## config.mk

```make
export PLATFORM = sky130hd
export DESIGN_NAME = sar_adc_conversion_control
export DESIGN_NICKNAME = d
export VERILOG_FILES = /design/src/verilog/conv_clock_div.v /design/src/verilog/sar_adc_conversion_control.v
export VERILOG_INCLUDE_DIRS = /design/src /design/src/verilog
export SDC_FILE = /design/constraint.sdc
export NUM_CORES = 1
export LEC_CHECK = 0
export BUFFER_PORTS_ARGS = -buffer_cell sky130_fd_sc_hd__buf_2
export CORE_AREA = 3 3 127 104
export CTS_CLUSTER_SIZE = 16
export DETAILED_ROUTE_END_ITERATION = 6
export DIE_AREA = 0 0 130 107
export HOLD_SLACK_MARGIN = 0.05
export PLACE_DENSITY = 0.62
export SLEW_MARGIN = 20
export SYNTH_ARGS = -nofsm -noshare
export SYNTH_HDL_FRONTEND = slang
export SYNTH_SLANG_ARGS = --single-unit
```

## constraint.sdc

```tcl
create_clock -name sys_clk -period 4.06 [get_ports sys_clk]
set_clock_uncertainty 0.05 [all_clocks]
set_input_delay 0.812 -clock sys_clk [delete_from_list [all_inputs] [get_ports sys_clk]]
set_output_delay 0.812 -clock sys_clk [all_outputs]
set_load 0.005 [all_outputs]
```

## src/verilog/sar_adc_defs.vh

```
// constants of the converter control block
// assumes byte-wide registers on a plain strobe port
`ifndef SAR_ADC_DEFS_VH
`define SAR_ADC_DEFS_VH
`define ADR_CTRL0 3'h0
`define ADR_CTRL1 3'h1
`define ADR_CTRL2 3'h2
`define ADR_RES_HI 3'h3
`define ADR_RES_LO 3'h4
`define ADR_INTC 3'h5
`define CTRL0_START 7
`define CTRL0_BUSY 6
`define CTRL0_PWR 5
`define CTRL0_FMT 4
`define CTRL1_DIV_LSB 0
`define CTRL2_REF_LSB 0
`define INTC_GIE 0
`define INTC_CIE 1
`define INTC_FLAG 2
`define CTRL0_RST 8'h00
`define CTRL1_RST 8'h00
`define CTRL2_RST 8'h00
`define SAMPLE_CYC 5'h04
`define CONVERT_CYC 5'h0C
`define TOTAL_CYC 5'h10
`endif

```

## src/verilog/conv_clock_div.v

```verilog
// converter clock tick generator, divides sys clock by 2^div
// assumes divider setting is stable while the converter runs
`timescale 1ns/1ns
module conv_clock_div (
  input wire sys_clk,
  input wire nrst,
  input wire run,
  input wire [2:0] div,
  output reg tick
);
  reg [6:0] count;
  wire [6:0] last = (7'h01 << div) - 7'h01;
  always @(posedge sys_clk or negedge nrst) begin
    if (!nrst) begin
      count <= 7'h00;
      tick <= 1'b0;
    end else if (!run) begin
      count <= 7'h00;
      tick <= 1'b0;
    end else if (count >= last) begin
      count <= 7'h00;
      tick <= 1'b1;
    end else begin
      count <= count + 7'h01;
      tick <= 1'b0;
    end
  end
endmodule

```

## src/verilog/sar_adc_conversion_control.v

```verilog
// control of a 12-bit successive approximation converter
// assumes the analog core samples and returns bits on its own pins
// Summary of operation
// - sample for 4 converter clocks, then convert for 12.
// - a whole conversion takes exactly 16 converter clocks.
// - once started, the conversion finishes with no software help.
// - converter clock is sys clock divided by 1 up to 128.
// - source 0000, 0100 or 11xx takes the chosen pin channel.
// - internal sources disconnect the pin channel automatically.
// - one format bit chooses result alignment in the two bytes.
// - start bit low-high-low; high resets, falling edge launches.
// - busy flag sets as soon as a conversion starts.
// - busy stays high until completion; result then readable.
// - completion sets request flag; interrupt raised when enabled.
// - power enable low shuts the converter fully off.
// - result is unsigned 12-bit, full scale FFF.
`timescale 1ns/1ns
`include "sar_adc_defs.vh"
module sar_adc_conversion_control (
  input wire sys_clk,
  input wire nrst,
  input wire [2:0] addr,
  input wire [7:0] wdata,
  input wire wr,
  input wire rd,
  output reg [7:0] rdata,
  input wire comparator,
  output reg analog_power,
  output reg sample_hold,
  output reg [11:0] dac_code,
  output reg pin_connect,
  output reg [3:0] pin_channel,
  output reg [3:0] source_select,
  output reg [1:0] reference_select,
  output reg irq
);
  localparam ST_IDLE = 2'h0;
  localparam ST_ARMED = 2'h1;
  localparam ST_SAMPLE = 2'h2;
  localparam ST_CONVERT = 2'h3;

  // true when the source code routes an external pin
  function is_pin_source;
    input [3:0] src;
    begin
      is_pin_source = (src == 4'h0) || (src == 4'h4) ||
        (src[3:2] == 2'h3);
    end
  endfunction

  // one-hot trial bit, msb first; used for the code shown and its next
  function [11:0] bit_mask;
    input [3:0] idx;
    begin
      bit_mask = 12'h800 >> idx;
    end
  endfunction

  // one result byte in the chosen alignment
  function [7:0] result_byte;
    input [11:0] r;
    input fmt;
    input high;
    begin
      if (high) begin
        result_byte = fmt ? {4'h0, r[11:8]} : r[11:4];
      end else begin
        result_byte = fmt ? r[7:0] : {r[3:0], 4'h0};
      end
    end
  endfunction

  reg start_bit;
  reg converter_power_enable;
  reg result_format_select;
  reg [3:0] pin_channel_select;
  reg [3:0] input_source_select;
  reg [2:0] conv_clock_divider;
  reg [1:0] reference_source_select;
  reg [3:0] amp_setting;
  reg global_interrupt_enable;
  reg converter_interrupt_enable;
  reg converter_interrupt_flag;
  reg conversion_busy_flag;
  reg [1:0] state;
  reg [4:0] phase_count;
  reg [3:0] bit_index;
  reg [11:0] approx;
  reg [11:0] result;
  wire tick;
  wire done;
  wire [11:0] trial;
  wire [11:0] kept;
  reg [7:0] next_rdata;
  reg [1:0] next_state;
  reg [4:0] next_phase_count;
  reg [3:0] next_bit_index;
  reg [11:0] next_approx;
  reg [11:0] next_result;
  reg next_busy;
  reg next_sample_hold;
  reg [11:0] next_dac_code;

  // divider idles when the converter is unpowered or idle
  conv_clock_div u_div (
    .sys_clk(sys_clk),
    .nrst(nrst),
    .run(converter_power_enable && state[1]),
    .div(conv_clock_divider),
    .tick(tick)
  );

  assign done = (state == ST_CONVERT) && tick &&
    (phase_count == `CONVERT_CYC - 5'h01);
  assign trial = approx | bit_mask(bit_index);
  assign kept = comparator ? trial : approx;

  // register writes; start launches on its falling edge
  always @(posedge sys_clk or negedge nrst) begin
    if (!nrst) begin
      start_bit <= 1'b0;
      converter_power_enable <= 1'b0;
      result_format_select <= 1'b0;
      pin_channel_select <= 4'h0;
      input_source_select <= 4'h0;
      conv_clock_divider <= 3'h0;
      reference_source_select <= 2'h0;
      amp_setting <= 4'h0;
      global_interrupt_enable <= 1'b0;
      converter_interrupt_enable <= 1'b0;
    end else if (wr) begin
      case (addr)
        `ADR_CTRL0: begin
          start_bit <= wdata[`CTRL0_START];
          converter_power_enable <= wdata[`CTRL0_PWR];
          result_format_select <= wdata[`CTRL0_FMT];
          pin_channel_select <= wdata[3:0];
        end
        `ADR_CTRL1: begin
          input_source_select <= wdata[7:4];
          conv_clock_divider <= wdata[`CTRL1_DIV_LSB +: 3];
        end
        `ADR_CTRL2: begin
          reference_source_select <= wdata[`CTRL2_REF_LSB +: 2];
          amp_setting <= wdata[7:4];
        end
        `ADR_INTC: begin
          global_interrupt_enable <= wdata[`INTC_GIE];
          converter_interrupt_enable <= wdata[`INTC_CIE];
        end
        default: begin
        end
      endcase
    end
  end

  // next state of the conversion sequencer
  always @* begin
    next_state = state;
    next_phase_count = phase_count;
    next_bit_index = bit_index;
    next_approx = approx;
    next_result = result;
    next_busy = conversion_busy_flag;
    if (!converter_power_enable) begin
      // power off aborts with no result and no flag
      next_state = ST_IDLE;
      next_busy = 1'b0;
    end else if (start_bit) begin
      // high level holds the converter in reset
      next_state = ST_ARMED;
      next_busy = 1'b0;
      next_phase_count = 5'h00;
    end else begin
      case (state)
        ST_IDLE: begin
          next_state = ST_IDLE;
        end
        ST_ARMED: begin
          next_state = ST_SAMPLE;
          next_busy = 1'b1;
          next_phase_count = 5'h00;
        end
        ST_SAMPLE: begin
          if (tick && phase_count == `SAMPLE_CYC - 5'h01) begin
            next_state = ST_CONVERT;
            next_phase_count = 5'h00;
            next_bit_index = 4'h0;
            next_approx = 12'h000;
          end else if (tick) begin
            next_phase_count = phase_count + 5'h01;
          end
        end
        ST_CONVERT: begin
          // one decision per converter clock, msb first
          if (tick) begin
            next_approx = kept;
            next_bit_index = bit_index + 4'h1;
            next_phase_count = phase_count + 5'h01;
          end
          if (done) begin
            // 4 + 12 ticks
            next_result = kept;
            next_state = ST_IDLE;
            next_busy = 1'b0;
          end
        end
        default: begin
          next_state = ST_IDLE;
        end
      endcase
    end
    // code from next values: a copy one clock late would judge old trials
    next_sample_hold = (next_state == ST_SAMPLE);
    next_dac_code = (next_state == ST_CONVERT) ?
      (next_approx | bit_mask(next_bit_index)) : 12'h000;
  end

  // sequencer registers; code and phase flag move with the state
  always @(posedge sys_clk or negedge nrst) begin
    if (!nrst) begin
      state <= ST_IDLE;
      phase_count <= 5'h00;
      bit_index <= 4'h0;
      approx <= 12'h000;
      result <= 12'h000;
      conversion_busy_flag <= 1'b0;
      sample_hold <= 1'b0;
      dac_code <= 12'h000;
    end else begin
      state <= next_state;
      phase_count <= next_phase_count;
      bit_index <= next_bit_index;
      approx <= next_approx;
      result <= next_result;
      conversion_busy_flag <= next_busy;
      sample_hold <= next_sample_hold;
      dac_code <= next_dac_code;
    end
  end

  // flag set wins over a software clear in the same cycle
  always @(posedge sys_clk or negedge nrst) begin
    if (!nrst) begin
      converter_interrupt_flag <= 1'b0;
    end else if (done && !start_bit && converter_power_enable) begin
      converter_interrupt_flag <= 1'b1;
    end else if (wr && addr == `ADR_INTC) begin
      converter_interrupt_flag <= wdata[`INTC_FLAG];
    end
  end

  // read mux; alignment by format bit
  always @* begin
    next_rdata = 8'h00;
    case (addr)
      `ADR_CTRL0: next_rdata = {start_bit, conversion_busy_flag,
        converter_power_enable, result_format_select,
        pin_channel_select};
      `ADR_CTRL1: next_rdata = {input_source_select, 1'b0,
        conv_clock_divider};
      `ADR_CTRL2: next_rdata = {amp_setting, 2'h0,
        reference_source_select};
      // unsigned code
      `ADR_RES_HI: next_rdata = result_byte(result,
        result_format_select, 1'b1);
      `ADR_RES_LO: next_rdata = result_byte(result,
        result_format_select, 1'b0);
      `ADR_INTC: next_rdata = {5'h00, converter_interrupt_flag,
        converter_interrupt_enable, global_interrupt_enable};
      default: next_rdata = 8'h00;
    endcase
  end

  // outputs registered
  always @(posedge sys_clk or negedge nrst) begin
    if (!nrst) begin
      rdata <= 8'h00;
      analog_power <= 1'b0;
      pin_connect <= 1'b0;
      pin_channel <= 4'h0;
      source_select <= 4'h0;
      reference_select <= 2'h0;
      irq <= 1'b0;
    end else begin
      rdata <= rd ? next_rdata : 8'h00;
      analog_power <= converter_power_enable;
      // internal sources drop the pin path
      pin_connect <= converter_power_enable &&
        is_pin_source(input_source_select);
      pin_channel <= pin_channel_select;
      source_select <= input_source_select;
      reference_select <= reference_source_select;
      irq <= converter_interrupt_flag && global_interrupt_enable &&
        converter_interrupt_enable;
    end
  end
endmodule

```

Yosys cells after proc, flatten, opt, wreduce, memory -nomap -nowiden
Index checks and enable logic that the tools add are counted.
Widths: inputs -> output; s select.
{ "classes": {"n_addsub": 4, "magnitude_cmp": 1, "n_eq_ne": 16, "shift": 3, "muxes": 35, "bitwise": 3, "reduce_logical": 25} }
{ "ops": {"columns": ["cell", "n"], "rows": [
  ["$mux 12", 6],
  ["$pmux 8 s6", 1],
  ["$mux 8", 3],
  ["$or 12x12->12", 2],
  ["$pmux 12 s2", 1],
  ["$shr 12x4->12 const A", 2],
  ["$mux 4", 4],
  ["$mux 5", 3],
  ["$pmux 5 s3", 1],
  ["$mux 7", 2],
  ["$reduce_and 2->1", 6],
  ["$eq 2x2->1 const B", 5],
  ["$logic_and 1x1->1", 10],
  ["$mux 2", 4],
  ["$pmux 2 s4", 1],
  ["$pmux 4 s2", 1],
  ["$add 7x1->7 const B", 1],
  ["$ge 7x7->1", 1],
  ["$mux 1", 7],
  ["$shl 1x3->7 const A", 1],
  ["$sub 7x1->7 const B", 1],
  ["$eq 3x2->1 const B", 2],
  ["$eq 3x3->1 const B", 2],
  ["$add 5x1->5 const B", 1],
  ["other kinds (18)", 19]
]} }
{ "totals": {"register_bits": 101, "in_bits": 16, "elab_cells": 115} }

Logic depth before layout (Yosys ltp)
{ "depth": {"depth_word": 9, "mapped_depth": 9} }

By module
From an unflattened synthesis, not the netlist that was laid out.
{ "hier_totals": {"cells_unflattened": 450, "area_unflattened_um2": 4884.7} }
{ "by_module_without_submodules": {"columns": ["module", "instances", "cells_each", "area_each_um2"], "rows": [
  ["sar_adc_conversion_control", 1, 395, 4360.4],
  ["conv_clock_div", 1, 55, 524.3]
]} }

Worst setup path after synthesis
Ideal clock, no wire load.
{ "synth_timing": {"path_type": "input port to flip-flop", "start": "input port addr[2]", "end": "register rdata[0]", "arrival_time_ps": 2163, "required_ps": 3937, "path_slack_ps": 1774, "cell_stages": 7, "path_cell_list": "clkbuf_1 nor3b_1 a22oi_1 nand2b_1 a21oi_1 a21oi_1 nor2b_1"} }
{ "synth_via": {"elab_chain_cells": 3} }
{ "synth_rtl": {"columns": ["element", "line_no", "source"], "rows": [
  ["from (decl)", "sar_adc_conversion_control.v:22", "input wire [2:0] addr,"],
  ["$eq 3x3->1, or another cell as far along", "sar_adc_conversion_control.v:256", "case (addr)"],
  ["$pmux 8 s6 (*)", "sar_adc_conversion_control.v:256", null],
  ["$mux 8 (*)", "sar_adc_conversion_control.v:286", "rdata <= rd ? next_rdata : 8'h00;"],
  ["to (signal assigned)", "sar_adc_conversion_control.v:286", null],
  ["to (decl)", "sar_adc_conversion_control.v:26", "output reg [7:0] rdata,"]
]} }
Mark *: on every way between the ends. The rest lies on a longest branch, timed or not.
A chain may end at the register's enable or synchronous reset.

Worst setup path in the final report
{ "layout_timing": {"start": "register phase_count[0]", "end": "register result[4]"} }
{ "layout_via": {"elab_chain_cells": 3} }
{ "layout_rtl": {"columns": ["element", "line_no", "source"], "rows": [
  ["from (decl)", "sar_adc_conversion_control.v:86", "reg [4:0] phase_count;"],
  ["from (signal assigned)", "sar_adc_conversion_control.v:232", "phase_count <= next_phase_count;"],
  ["$eq 5x4->1", "sar_adc_conversion_control.v:114", "(phase_count == `CONVERT_CYC - 5'h01);"],
  ["$logic_and 1x1->1", "sar_adc_conversion_control.v:113", "assign done = (state == ST_CONVERT) && tick &&"],
  ["$reduce_and 4->1 (no line)", null, null],
  ["to (signal assigned)", "sar_adc_conversion_control.v:235", "result <= next_result;"],
  ["to (decl)", "sar_adc_conversion_control.v:89", "reg [11:0] result;"]
]} }
Every way passes these cells.

==> flow_summary.yaml <==
clock_network:
  cts_tree: "yes"
  cts_made_buffers: 9
  cts_sinks: 101
  postCtsHoldBufs: 0
  cts_resized: 0
  cts_buffer_depth: 2
  htreeDepth: 3
  clk_latency_ps: 350
  cts_root_buf: "clkbuf_16"
  cts_setup_buffers: 0
  path_clk_slew_ps: 70
setup_path:
  worstPathRequired_ps: 4220
  cp-start-kind: "register"
  critPathMaxFanout: 25
  cp_slowest_cell: "nand4_1"
  endpoint_kind: "register"
  worstPathCellList: "ha_1 > nor4bb_1 > nand4_1 > a211oi_1 > a21oi_1"
  worst-path-buf-inv: 0
  slowest_delay_ps: 760
  critical_path_class: "reg2reg"
  crit_family: "simple AND/OR/NAND/NOR gates"
  critPathArrivalTime_ps: 2830
power:
  powerDensity_nw_per_um2: 440
  total_leakage_power_uw: 0.00256
  ir_worst_vdd_mv: 0.224
  total_power_uw: 2410
logic_synthesis:
  synth_enable_flop_cells: 0
  syn_area_um2: 4790
  ys_seq_area_frac: 0.528
  synth_cells: 449
  syn-num-nets: 484
  synthFlopType: "dfrtp_1"
  ys_ff_latch: 101
  syn_area_per_cell_um2: 10.7
  synth-async-reset-ratio: 1.00
  yosys_warnings: 0
  ys_types: 56
placement:
  place_congestion: 0.853
  port_buffers: 49
  dp_hpwl_um: 7710
grt:
  grt_pass1_wl_um: 18100
  grtUsageTotal: 0.167
  overflow: 0
  grt_antenna_before_repair: 0
  grt_max_degree: 84
  grt_pass1_vias: 3586
finish:
  mostFrequentLayoutCells: "dfrtp_1, buf_2, nor2_1"
  drive_above_1_share: 0.200
  antenna_cells: 0
  area_delta_synth_final_pct: 14.3
  nets: 525
  layout_commonest_cell: "dfrtp_1"
floorplan:
  die_h_um: 107
  dieWidth_um: 130
  fp-row-count: 36
  core_um2: 12100
  start_util: 0.395
  fp.dieArea_um2: 13900
  num_io_pins: 50
timing:
  fmax_ghz: 0.375
  finalCriticalPeriod_ps: 2670
  relSlewSlack: 0.443
  setup_viol: 0
  rsz0062_at_grt: "no"
  worstMarginPinSlew_ps: 833
  finalCritPeriodShare: 0.657
  slew_violations: 0
  hold_viol_final: 0
  tns_ps: 0
outcome:
  run_status: "complete, no violations"
hold_path:
  hold_path.class: "reg2reg"
drt:
  firstDrtPassIters: 4
  avgRoutedWirePerCell_um: 16.6
  vias: 3514
  drc: 0
  ant_nets: 0
  viasPerCell: 5.44
  first_iter_violations: 345
  routed_wl_um: 10700
flow_run:
  maxCapViolations: 0
[per-stage QoR]
| step | area (um^2) | instances | hold slack (ps) | worst slack, ps | utilization |
|---|---|---|---|---|---|
| after detailed placement | 5140 | 631 | 351 | 1390 | 0.424 |
| after floorplan | 4790 | 449 | 315 | 1770 | - |
| after global routing | 5470 | 646 | 379 | 1080 | 0.452 |
| after global placement | 5140 | 631 | 348 | 1460 | 0.424 |
| final | 5470 | 646 | 360 | 1390 | 0.452 |
| after CTS | 5470 | 646 | 365 | 1390 | 0.451 |
[metal layers]
| metal | vias up | GRT usage | share of wire |
|---|---|---|---|
| li1 | 1689 | - | - |
| met1 | 1728 | 0.237 | 0.50 |
| met2 | 81 | 0.244 | 0.44 |
| met3 | 16 | 0.0423 | 0.044 |
| met4 | 0 | 0.0653 | 0.017 |
| met5 | - | 0 | 0 |
[report_power, final]
group	total [uW]	leakage [uW]	switching, uW	internal [uW]
sequential	1180	0.00127	82.9	1100
combinational	295	0.00113	156	139
clock	932	0.000159	361	571
total	2410	0.00256	599	1810
[kinds of logic (layout without fill, tap and decap cells)]
group / Yosys count / in the layout / share of synthesized area
adder cells (fa/ha/maj): 19 / 19 / 0.0496
buffers and inverters: 35 / 80 / 0.0308
flip-flops: 101 / 101 / 0.528
AO/OA/AOI/OAI: 120 / 120 / 0.158
multiplexers: 31 / 31 / 0.0711
XOR/XNOR: 9 / 9 / 0.0165
AND/OR/NAND/NOR: 134 / 134 / 0.146
[flip-flops by register name, indices dropped and copies added, names as in the netlist, 5 cells and up]
name	count
dac_code	12
phase_count	5
result	12
rdata	8
u_div.count	7
approx	12
[worst register-to-register path, stage by stage (launching register included)]
cell,delay [ps]
dfrtp_1,380
ha_1,270
nor4bb_1,510
nand4_1,760
a211oi_1,490
a21oi_1,70
[final timing paths]
check                                                   from                        to  slack (ps)  cells past startpoint
setup / recovery                  phase_count[0]$_DFFE_PN0P_     result[4]$_DFFE_PN0P_        1390                      5
hold / removal             pin_channel_select[2]$_DFFE_PN0P_  pin_channel[2]$_DFF_PN0_         360                      0
setup reg to reg                  phase_count[0]$_DFFE_PN0P_     result[4]$_DFFE_PN0P_        1390                      5
hold reg to reg            pin_channel_select[2]$_DFFE_PN0P_  pin_channel[2]$_DFF_PN0_         360                      0
max in group asynchronous                               nrst    dac_code[11]$_DFF_PN0_        2740                      2
min in group asynchronous                               nrst    result[11]$_DFFE_PN0P_         440                      1
[synthesized netlist by cell type, drive strengths merged (4+ instances only)]
library cell / number / area share
mux2: 24 / 0.056
buf: 4 / 0.0065
o21a: 7 / 0.011
ha: 19 / 0.050
nand2b: 4 / 0.0052
o22ai: 4 / 0.0052
nor3b: 4 / 0.0073
a22oi: 8 / 0.013
o21ai: 32 / 0.034
nand3: 9 / 0.0094
a31oi: 10 / 0.013
inv: 15 / 0.012
xor2: 6 / 0.011
mux2i: 7 / 0.015
nor3: 6 / 0.0073
nand2: 35 / 0.027
a22o: 6 / 0.012
a21oi: 33 / 0.034
nor2: 36 / 0.028
nor2b: 12 / 0.016
and3: 9 / 0.012
clkbuf: 16 / 0.013
nand4: 4 / 0.0052
dfrtp: 101 / 0.53
[final cells by class]
class                           instances  area [um^2]
Fill cell                            1137         6650
Inverter                               15         56.3
Clock buffer                           12          256
Tap cell                              152          190
Multi-Input combinational cell        313         2110
Timing Repair Buffer                   50          259
Clock inverter                          3         68.8
Sequential cell                       101         2530
Power figures use the tool's default switching activity.
